`config.mk`:
```
export PLATFORM = sky130hd
export DESIGN_NAME = lue_err_detect
export DESIGN_NICKNAME = d
export VERILOG_FILES = /design/src/lue_pkg.sv /design/src/lue_baud_tick.sv /design/src/lue_sync_meter.sv /design/src/lue_err_detect.sv
export SDC_FILE = /design/constraint.sdc
export NUM_CORES = 1
export LEC_CHECK = 0
export BUFFER_PORTS_ARGS = -buffer_cell sky130_fd_sc_hd__buf_2
export CAP_MARGIN = 20
export CELL_PAD_IN_SITES_DETAIL_PLACEMENT = 1
export CELL_PAD_IN_SITES_GLOBAL_PLACEMENT = 1
export CORE_MARGIN = 4
export CORE_UTILIZATION = 42
export CTS_CLUSTER_DIAMETER = 60
export CTS_CLUSTER_SIZE = 40
export DETAILED_ROUTE_END_ITERATION = 10
export HOLD_SLACK_MARGIN = 0.08
export PLACE_DENSITY = 0.83
export SLEW_MARGIN = 15
export SYNTH_ARGS = -nofsm -noshare
export SYNTH_HDL_FRONTEND = slang
export SYNTH_HIERARCHICAL = 1
export SYNTH_SLANG_ARGS = --single-unit
```
`constraint.sdc`:
```
create_clock -name mclk -period 4.7 [get_ports mclk]
set_input_delay 0.235 -clock mclk [delete_from_list [all_inputs] [get_ports mclk]]
set_output_delay 0.235 -clock mclk [all_outputs]
set_load 0.01 [all_outputs]
```
`src/lue_pkg.sv`:
```
package lue_pkg;

	// ========================================================================
	// Clock and default bit timing
	// ========================================================================
	localparam int unsigned CLK_HZ        = 125_000_000;
	localparam int unsigned DEF_BAUD      = 115_200;
	localparam int unsigned DIV_W         = 16;
	localparam logic [DIV_W-1:0] DIV_RESET = DIV_W'(CLK_HZ / DEF_BAUD);

	// ========================================================================
	// Register map (byte addresses on the plain register port)
	// ========================================================================
	localparam int unsigned ADDR_W     = 8;
	localparam logic [ADDR_W-1:0] ADDR_CTRL  = 8'h00;
	localparam logic [ADDR_W-1:0] ADDR_BAUD  = 8'h04;
	localparam logic [ADDR_W-1:0] ADDR_STAT  = 8'h08;
	localparam logic [ADDR_W-1:0] ADDR_MASK  = 8'h0c;
	localparam logic [ADDR_W-1:0] ADDR_RXD   = 8'h10;
	localparam logic [ADDR_W-1:0] ADDR_TXD   = 8'h14;
	localparam logic [ADDR_W-1:0] ADDR_STATE = 8'h18;

	// Control register fields.
	localparam int unsigned CTRL_W        = 3;
	localparam int unsigned CTL_EN        = 0;
	localparam int unsigned CTL_UART_MODE = 1;
	localparam int unsigned CTL_PLAIN     = 2;
	localparam int unsigned CTL_SYNC_ARM  = 3;
	localparam logic [CTRL_W-1:0] CTRL_RESET = 3'h0;

	// Receive and transmit error status register fields; the mask register has the same layout.
	localparam int unsigned ST_W       = 6;
	localparam int unsigned ST_BITERR  = 0;
	localparam int unsigned ST_FRAME   = 1;
	localparam int unsigned ST_OVERRUN = 2;
	localparam int unsigned ST_SYNC    = 3;
	localparam int unsigned ST_BREAK   = 5;
	localparam logic [ST_W-1:0] ST_RESET = 6'h00;

	// ========================================================================
	// Character and sync-field timing
	// ========================================================================
	localparam logic [2:0] LAST_DATA_BIT = 3'h7;
	localparam logic [3:0] BREAK_BITS    = 4'ha;
	localparam logic [2:0] SYNC_EDGES    = 3'h5;
	localparam int unsigned SPAN_W       = 20;
	localparam int unsigned SPAN_SHIFT   = 3;
	localparam int unsigned TOL_SHIFT    = 2;
	localparam int unsigned TIMEOUT_SHIFT = 4;

	// ========================================================================
	// Types
	// ========================================================================
	typedef struct packed {
		logic [ADDR_W-1:0] addr;
		logic [31:0]       wdata;
		logic              wr;
		logic              rd;
	} lue_bus_req_t;

	typedef enum logic [2:0] {
		RX_IDLE, RX_START, RX_DATA, RX_STOP, RX_BREAK
	} lue_rx_state_t;

	typedef enum logic [1:0] {
		TX_IDLE, TX_START, TX_DATA, TX_STOP
	} lue_tx_state_t;

endpackage : lue_pkg

```
`src/lue_baud_tick.sv`:
```
`timescale 1ns/1ps

// Bit-period divider: gives one pulse in the middle and one at the end of
// every bit period, restarted on a frame's first edge.
module lue_baud_tick (
	// Clock and reset
	input  wire logic                     mclk,
	input  wire logic                     resetn,
	// Control
	input  wire logic                     restart,
	input  wire logic [lue_pkg::DIV_W-1:0] div,
	// Enables
	output logic                          mid,
	output logic                          full
);
	import lue_pkg::*;

	typedef struct packed {
		logic [DIV_W-1:0] cnt;
	} lue_tick_t;

	lue_tick_t st;
	lue_tick_t next_st;

	// Decoded from the counter; the top registers everything it exports.
	assign mid  = (st.cnt == (div >> 1));
	assign full = (st.cnt == DIV_W'(div - 1'b1));

	// Count up and wrap at the end of each bit period.
	always_comb begin
		next_st = st;
		if (restart || full) begin
			next_st.cnt = '0;
		end else begin
			next_st.cnt = DIV_W'(st.cnt + 1'b1);
		end
	end

	// State register.
	always_ff @(posedge mclk) begin
		if (!resetn) begin
			st <= '0;
		end else begin
			st <= next_st;
		end
	end

endmodule : lue_baud_tick

```
`src/lue_sync_meter.sv`:
```
`timescale 1ns/1ps

// Measures a 0x55 sync field: five falling edges span eight bit periods.
module lue_sync_meter (
	// Clock and reset
	input  wire logic                     mclk,
	input  wire logic                     resetn,
	// Control and line
	input  wire logic                     arm,
	input  wire logic                     line,
	input  wire logic [lue_pkg::DIV_W-1:0] div,
	// Result
	output logic                          done,
	output logic                          ok,
	output logic [lue_pkg::DIV_W-1:0]     meas
);
	import lue_pkg::*;

	typedef struct packed {
		logic              active;
		logic              counting;
		logic [2:0]        edges;
		logic [SPAN_W-1:0] span;
		logic              prev;
		logic              done;
		logic              ok;
		logic [DIV_W-1:0]  meas;
	} lue_sync_t;

	lue_sync_t st;
	lue_sync_t next_st;
	logic [DIV_W-1:0] per_bit;
	logic [DIV_W-1:0] diff;
	logic             falling;
	logic             timeout;

	assign done = st.done;
	assign ok   = st.ok;
	assign meas = st.meas;

	// Per-bit figure and its distance from the configured divisor.
	always_comb begin
		per_bit = DIV_W'(st.span >> SPAN_SHIFT);
		diff    = (per_bit > div) ? DIV_W'(per_bit - div)
		                          : DIV_W'(div - per_bit);
		falling = st.prev && !line;
		timeout = st.span > (SPAN_W'(div) << TIMEOUT_SHIFT);
	end

	// Edge counting; a stuck line ends the measurement as a failure.
	always_comb begin
		next_st      = st;
		next_st.prev = line;
		next_st.done = 1'b0;
		if (arm) begin
			next_st.active   = 1'b1;
			next_st.counting = 1'b0;
			next_st.edges    = '0;
		end else if (st.active) begin
			if (st.counting) begin
				next_st.span = SPAN_W'(st.span + 1'b1);
			end
			if (falling && !st.counting) begin
				next_st.counting = 1'b1;
				next_st.span     = SPAN_W'(1'b1);
				next_st.edges    = 3'h1;
			end else if (falling) begin
				next_st.edges = 3'(st.edges + 1'b1);
				if (next_st.edges == SYNC_EDGES) begin
					next_st.active = 1'b0;
					next_st.done   = 1'b1;
					next_st.meas   = per_bit;
					next_st.ok     = diff <= (div >> TOL_SHIFT);
				end
			end else if (st.counting && timeout) begin
				next_st.active = 1'b0;
				next_st.done   = 1'b1;
				next_st.ok     = 1'b0;
			end
		end
	end

	// State register; the line is idle high before the first sample.
	always_ff @(posedge mclk) begin
		if (!resetn) begin
			st      <= '0;
			st.prev <= 1'b1;
		end else begin
			st <= next_st;
		end
	end

endmodule : lue_sync_meter

```
`src/lue_err_detect.sv`:
```
`timescale 1ns/1ps

// What this block does
// Transmit read-back mismatch sets bit-error flag.
// Bit error aborts transmit by next byte.
// Low ten bits after bad stop: break.
// LIN-pin break only in UART-compatible mode.
// Missing stop bit sets framing-error flag.
// UART-compatible mode checks first stop bit only.
// Framing interrupt only with receive-error enable.
// Measure sync field, adjust baud divisor.
// Sync outside tolerance sets sync-error flag.
// Overwriting unread character sets overrun flag.
// Overrun interrupt only when its enable set.
// Plain port: new data replaces, flags loss.
// Plain port: format mismatch flagged, interrupt enabled.
// Flags stay set until software clears.
module lue_err_detect (
	// Clock and reset
	input  wire logic                  mclk,
	input  wire logic                  resetn,
	// Register port
	input  wire lue_pkg::lue_bus_req_t bus,
	output logic [31:0]                rdata,
	// Serial lines
	input  wire logic                  serial_receive_pin,
	input  wire logic                  lin_receive_pin,
	output logic                       tx_pin,
	// Interrupt
	output logic                       irq
);
	import lue_pkg::*;

	// ========================================================================
	// State
	// ========================================================================
	typedef struct packed {
		lue_rx_state_t     rx;
		lue_tx_state_t     tx;
		logic [7:0]        rx_shift;
		logic [2:0]        rx_cnt;
		logic [3:0]        brk_cnt;
		logic              brk_done;
		logic [7:0]        rx_buf;
		logic              rx_full;
		logic [7:0]        tx_shift;
		logic [2:0]        tx_cnt;
		logic              tx_line;
		logic [CTRL_W-1:0] ctrl;
		logic [DIV_W-1:0]  div;
		logic [ST_W-1:0]   status;
		logic [ST_W-1:0]   mask;
		logic [31:0]       rdata;
		logic              irq;
	} lue_core_t;

	lue_core_t st;
	lue_core_t next_st;

	logic             line;
	logic             brk_allowed;
	logic             rx_restart;
	logic             rx_mid;
	logic             tx_restart;
	logic             tx_mid;
	logic             tx_full;
	logic             sync_arm;
	logic             sync_done;
	logic             sync_ok;
	logic [DIV_W-1:0] sync_meas;
	logic [ST_W-1:0]  set_ev;
	logic [ST_W-1:0]  clr_ev;
	logic             deliver;

	assign rdata  = st.rdata;
	assign tx_pin = st.tx_line;
	assign irq    = st.irq;

	// True when the port addresses the given register.
	function automatic logic hit(input logic [ADDR_W-1:0] a,
	                             input logic [ADDR_W-1:0] reg_addr);
		hit = (a == reg_addr);
	endfunction : hit

	// ========================================================================
	// Line selection and helpers
	// ========================================================================
	// The plain port always watches for breaks; the LIN pin only does so
	// while the LIN block runs in its UART-compatible mode.
	always_comb begin
		line        = st.ctrl[CTL_PLAIN] ? serial_receive_pin
		                                 : lin_receive_pin;
		brk_allowed = st.ctrl[CTL_PLAIN] || st.ctrl[CTL_UART_MODE];
		rx_restart  = (st.rx == RX_IDLE) && !line;
		tx_restart  = (st.tx == TX_IDLE) && bus.wr &&
		              hit(bus.addr, ADDR_TXD) && st.ctrl[CTL_EN];
		sync_arm    = bus.wr && hit(bus.addr, ADDR_CTRL) &&
		              bus.wdata[CTL_SYNC_ARM] && !bus.wdata[CTL_PLAIN];
	end

	lue_baud_tick u_rx_tick (
		.mclk    (mclk),
		.resetn  (resetn),
		.restart (rx_restart),
		.div     (st.div),
		.mid     (rx_mid),
		.full    ()
	);

	lue_baud_tick u_tx_tick (
		.mclk    (mclk),
		.resetn  (resetn),
		.restart (tx_restart),
		.div     (st.div),
		.mid     (tx_mid),
		.full    (tx_full)
	);

	lue_sync_meter u_sync (
		.mclk   (mclk),
		.resetn (resetn),
		.arm    (sync_arm),
		.line   (line),
		.div    (st.div),
		.done   (sync_done),
		.ok     (sync_ok),
		.meas   (sync_meas)
	);

	// ========================================================================
	// Next-state logic
	// ========================================================================
	always_comb begin
		next_st = st;
		set_ev  = '0;
		clr_ev  = '0;
		deliver = 1'b0;

		// Receiver: every decision after the start edge is taken at mid-bit.
		unique case (st.rx)
			RX_IDLE: begin
				if (st.ctrl[CTL_EN] && !line) begin
					next_st.rx = RX_START;
				end
			end
			RX_START: begin
				if (rx_mid) begin
					next_st.rx     = line ? RX_IDLE : RX_DATA;
					next_st.rx_cnt = '0;
				end
			end
			RX_DATA: begin
				if (rx_mid) begin
					next_st.rx_shift = {line, st.rx_shift[7:1]};
					next_st.rx_cnt   = 3'(st.rx_cnt + 1'b1);
					if (st.rx_cnt == LAST_DATA_BIT) begin
						next_st.rx = RX_STOP;
					end
				end
			end
			RX_STOP: begin
				// Only one stop bit is sampled; a second configured stop
				// bit is then just idle line ahead of the next start.
				if (rx_mid) begin
					if (line) begin
						deliver    = 1'b1;
						next_st.rx = RX_IDLE;
					end else begin
						set_ev[ST_FRAME] = 1'b1;
						next_st.brk_cnt  = 4'h0;
						next_st.brk_done = 1'b0;
						next_st.rx = brk_allowed ? RX_BREAK : RX_IDLE;
					end
				end
			end
			RX_BREAK: begin
				// Count further low bit periods after the bad stop bit.
				if (rx_mid) begin
					if (line) begin
						next_st.rx = RX_IDLE;
					end else if (!st.brk_done) begin
						next_st.brk_cnt = 4'(st.brk_cnt + 1'b1);
						if (next_st.brk_cnt == BREAK_BITS) begin
							set_ev[ST_BREAK] = 1'b1;
							next_st.brk_done = 1'b1;
						end
					end
				end
			end
		endcase

		// Receive buffer: a new character always replaces the old one.
		if (deliver) begin
			next_st.rx_buf  = st.rx_shift;
			next_st.rx_full = 1'b1;
			if (st.rx_full) begin
				set_ev[ST_OVERRUN] = 1'b1;
			end
		end else if (bus.rd && hit(bus.addr, ADDR_RXD)) begin
			next_st.rx_full = 1'b0;
		end

		// Transmitter with bit monitor; the line is compared at mid-bit.
		unique case (st.tx)
			TX_IDLE: begin
				if (tx_restart) begin
					next_st.tx       = TX_START;
					next_st.tx_shift = bus.wdata[7:0];
					next_st.tx_line  = 1'b0;
				end
			end
			TX_START, TX_DATA, TX_STOP: begin
				if (tx_mid && (line != st.tx_line)) begin
					// Aborting at once is earlier than the byte boundary
					// and frees the line for the winner of the collision.
					set_ev[ST_BITERR] = 1'b1;
					next_st.tx        = TX_IDLE;
					next_st.tx_line   = 1'b1;
				end else if (tx_full) begin
					if (st.tx == TX_START) begin
						next_st.tx      = TX_DATA;
						next_st.tx_cnt  = '0;
						next_st.tx_line = st.tx_shift[0];
					end else if (st.tx == TX_DATA) begin
						next_st.tx_shift = {1'b1, st.tx_shift[7:1]};
						next_st.tx_cnt   = 3'(st.tx_cnt + 1'b1);
						if (st.tx_cnt == LAST_DATA_BIT) begin
							next_st.tx      = TX_STOP;
							next_st.tx_line = 1'b1;
						end else begin
							next_st.tx_line = st.tx_shift[1];
						end
					end else begin
						next_st.tx = TX_IDLE;
					end
				end
			end
		endcase

		// Sync field: adopt the measured divisor or flag the field.
		if (sync_done) begin
			if (sync_ok) begin
				next_st.div = sync_meas;
			end else begin
				set_ev[ST_SYNC] = 1'b1;
			end
		end

		// Register writes.
		if (bus.wr) begin
			if (hit(bus.addr, ADDR_CTRL)) begin
				next_st.ctrl = bus.wdata[CTRL_W-1:0];
			end
			if (hit(bus.addr, ADDR_BAUD) && !(sync_done && sync_ok)) begin
				next_st.div = bus.wdata[DIV_W-1:0];
			end
			if (hit(bus.addr, ADDR_STAT)) begin
				clr_ev = bus.wdata[ST_W-1:0];
			end
			if (hit(bus.addr, ADDR_MASK)) begin
				next_st.mask = bus.wdata[ST_W-1:0];
			end
		end

		// Sticky flags: a new event beats a clear in the same cycle.
		next_st.status = (st.status & ~clr_ev) | set_ev;

		// Each source reaches the pin only through its own enable.
		next_st.irq = |(next_st.status & st.mask);

		// Read data stands only in the cycle after the read strobe.
		next_st.rdata = '0;
		if (bus.rd) begin
			if (hit(bus.addr, ADDR_CTRL)) begin
				next_st.rdata = 32'(st.ctrl);
			end else if (hit(bus.addr, ADDR_BAUD)) begin
				next_st.rdata = 32'(st.div);
			end else if (hit(bus.addr, ADDR_STAT)) begin
				next_st.rdata = 32'(st.status);
			end else if (hit(bus.addr, ADDR_MASK)) begin
				next_st.rdata = 32'(st.mask);
			end else if (hit(bus.addr, ADDR_RXD)) begin
				next_st.rdata = 32'(st.rx_buf);
			end else if (hit(bus.addr, ADDR_STATE)) begin
				next_st.rdata = 32'({st.rx_full, st.tx != TX_IDLE,
				                     st.rx != RX_IDLE});
			end
		end
	end

	// ========================================================================
	// State register
	// ========================================================================
	always_ff @(posedge mclk) begin
		if (!resetn) begin
			st         <= '0;
			st.rx      <= RX_IDLE;
			st.tx      <= TX_IDLE;
			st.tx_line <= 1'b1;
			st.ctrl    <= CTRL_RESET;
			st.div     <= DIV_RESET;
			st.status  <= ST_RESET;
			st.mask    <= ST_RESET;
		end else begin
			st <= next_st;
		end
	end

endmodule : lue_err_detect

```
# == Word level (Yosys, flattened, before mapping) ==
# Index checks and enable logic that the tools add are counted.
# Widths: inputs -> output; s select.
# op_classes
n_addsub,10
mul,0
div,0
order_cmp,3
n_eq_ne,41
n_shift,0
n_mux,85
n_bitwise,10
n_reduce_logical,59
# ops
operator,count
$mux 16,6
$mux 3,15
$mux 20,2
$mux 8,5
$add 16x1->16 const B,2
$eq 16x15->1,2
$eq 16x16->1,2
$sub 16x16->16,2
$mux 5,6
$mux 1,28
$ne 2x2->1 const B,13
$mux 25,1
$eq 8x5->1 const B,3
$mux 12,2
$add 20x1->20 const B,1
$gt 20x20->1,1
$reduce_and 5->1,4
$mux 18,1
$mux 2,9
$eq 8x4->1 const B,2
$gt 16x16->1,1
$le 16x14->1,1
$pmux 8 s2,1
$reduce_bool 2->1,8
other kinds (44),90
# word_totals
regBits,182
latch_bits,0
ram_bits,0
romBits,0
inputBits,46
output_inout_bits,34
n_memories,0

# == Logic depth before layout (Yosys ltp) ==
# depth
depth_word,10
ltp_mapped,22
ltp_nobuf,21

# == Cells and area by module ==
# Netlist, hierarchy kept.
# modules_own_cells
mod,n_inst,cells_per_inst,area_each_um2,seq_area_each_um2
lue_err_detect,1,523,4440.5,1801.7
lue_sync_meter,1,537,4326.6,880.8
lue_baud_tick,2,197,1527.7,320.3

# == Worst setup path after synthesis ==
# Ideal clock, no wire load.
# synth_path
path_type,reg-to-reg
from,register st[51] (netlist name)
to,register u_sync.st (netlist bit u_sync/ok)
arrival_ps,4562
required_ps,4642
path_slack_ps,81
stages_incl_launch_ff,21
n_path_buf,1
period_less_slack_ps,4619
cell_sequence,dfxtp_1 -> inv_1 -> ha_1 -> buf_2 -> nand4_1 -> nor4_1 -> or4_1 -> o22ai_2 -> mux2_2 -> a31oi_1 -> o21ai_1 -> xor2_1 -> ha_1 -> nand3_1 -> or3_1 -> o32ai_1 -> nand3_1 -> o31ai_1 -> nand2_1 -> nor4_1 -> a211o_1
# synth_rtl
element,line_no,source
to (signal assigned),lue_sync_meter.sv:89,st <= next_st;
to (decl),lue_sync_meter.sv:30,lue_sync_t st;

==> flow_metrics.env <==
export IMPL_antenna_found_initial=0
export IMPL_routabilityCongestion=0.899
export IMPL_cts_tree="done"
export IMPL_hpwl_um=26900
export IMPL_htreeDepth=4
export IMPL_hold_path_class="in2reg"
export IMPL_critPathMaxStageDelay_ns=0.44
export IMPL_vias=10762
export IMPL_wl_per_cell_um=20.2
export IMPL_cts_inserted_buffers=17
export IMPL_io_pins=80
export IMPL_core_um2=27700
export IMPL_cts_root_buf="clkbuf_16"
export IMPL_fin_skew_ns=0.0122
export IMPL_report_final_hold_viol_count=0
export IMPL_fp_dieW_um=175
export IMPL_grt_pass1_wl_um=59300
export IMPL_die_h_um=175
export IMPL_wl_um=37400
export IMPL_clk_path_buf_depth=2
export IMPL_p_total_mw=3.00
export IMPL_crit_type="reg2reg"
export IMPL_maxCapViolations=0
export IMPL_crit_arrival_ns=4.96
export IMPL_layout_commonest_cell="dfxtp_1"
export IMPL_pre_cts_ws_ns=0.0282
export IMPL_cp_max_fo=24
export IMPL_tightest_slew_ns=0.876
export IMPL_placed_cell_area_um2=12300
export IMPL_max_slew_margin_rel_pct=41.1
export IMPL_grt_max_degree=49
export IMPL_crit_path_top_delay_cell="nor4_1"
export IMPL_track_usage_pct=23.7
export IMPL_vdd_drop_max_mv=0.254
export IMPL_powerDensity_nw_per_um2=230
export IMPL_cp_cell_sequence="inv_1, ha_1, nand4_1, nor4_1, or4_4, o22ai_4, buf_12, mux2i_1, a221oi_2, o21ai_1, xor2_1, ha_1, nand3_1, or3_1, o32ai_2, nand3_1, o31ai_4, nand2_1, nor4_2, a211o_1"
export IMPL_dr_first_iter_drc_count=719
export IMPL_fmax_mhz=219
export IMPL_firstDrtPassIters=5
export IMPL_grt_pass1_vias=11226
export IMPL_antenna_cells=0
export IMPL_end_kind="flip-flop"
export IMPL_overflow=0
export IMPL_drive_gt1_share_pct=14.1
export IMPL_synth_area_um2=11800
export IMPL_cts_clk_slew_worst_paths_ns=0.07
export IMPL_critical_path_buf_inv_count=2
export IMPL_via_per_inst=5.80
export IMPL_num_nets_final=1595
export IMPL_fin_crit_sh_pct=97.0
export IMPL_crit_required_ns=5.10
export IMPL_synth_avg_cell_area_um2=8.14
export IMPL_final_util_pct=47.0
export IMPL_final_area_um2=13000
export IMPL_critPathTopFamily="simple AND/OR/NAND/NOR gates"
export IMPL_start_kind="flip-flop"
export IMPL_synthCells=1447
export IMPL_finalSetupViolCount=0
export IMPL_p_leak_nw=5.29
export IMPL_drc=0
export IMPL_slew_violations=0
export IMPL_rows=61
export IMPL_die_area_um2=30800
export IMPL_timing_final_crit_period_ns=4.56
export IMPL_status="finished, final reports clean"
export IMPL_initial_utilization_pct=42.5
export IMPL_area_growth_pct=10.5
export IMPL_final_cell_mix="dfxtp_1 (164), nor2_1 (140), nand2_1 (121)"
export IMPL_clock_sinks=166
export IMPL_drtAntennaViolNets=0
export IMPL_setup_ws_ns=0.139
export IMPL_yosys_warnings=6
export IMPL_clock_latency_ns=0.45
export IMPL_io_buffers=47
## final cells by class
type / count / area, um2
Fill cell: 3371 / 14700
Timing Repair Buffer: 115 / 763
Multi-Input combinational cell: 1093 / 7590
Inverter: 74 / 278
Clock inverter: 13 / 173
Clock buffer: 17 / 425
Tap cell: 378 / 473
Sequential cell: 166 / 3330
## per-stage QoR
step                      cells  hold WS, ns  setup TNS [ns]
after floorplan            1462        0.322               0
after global placement     1822        0.436               0
after detailed placement   1822        0.445               0
after CTS                  1854       0.0921               0
after global routing       1856       0.0946         -0.0416
final                      1856        0.104               0
## state kept, by name, indices dropped and copies added, names as in the netlist
register,cells
u_tx_tick/st,16
u_sync/done,1
st,72
u_sync/meas,16
u_sync/per_bit,16
u_rx_tick/st,16
irq,1
u_sync/st,10
rdata,16
tx_pin,1
u_sync/ok,1
## worst min-delay path: stages
cell and delay (ns):
buf_2 0.11, nor2_1 0.10, a311oi_1 0.06
## layer usage
layer | global-route usage [%] | up-vias | wire [um]
met5 | 0 | - | 0
met4 | 8.06 | 0 | 880
met3 | 4.58 | 69 | 1820
met2 | 41.1 | 281 | 18700
met1 | 29.6 | 5349 | 16100
li1 | - | 5063 | -
## power by group
group          internal (mW)  leakage (nW)  switching [mW]  total (mW)
logic                 0.0352          3.67          0.0742       0.109
registers               1.41          1.34         0.00693        1.42
clock network          0.838         0.284           0.632        1.47
total                   2.28          5.29           0.713        3.00
## final timing paths
kind | from | end | slack, ns | cells past startpoint
worst max-delay path | st[52] | u_sync/ok | 0.14 | 20
worst max register to register | st[52] | u_sync/ok | 0.14 | 20
worst min register to register | st[67] | st[67] | 0.47 | 2
worst min-delay path | bus[16] | st[59] | 0.10 | 3
## timing repair
action	in CTS	in global routing
hold endpoints to repair	2	0
hold buffers	2	0
pin swaps	0	3
endpoints found under the setup margin	1	1
setup buffers	0	1
resized for setup	2	18
gates cloned	0	0
Power figures use the tool's default switching activity.
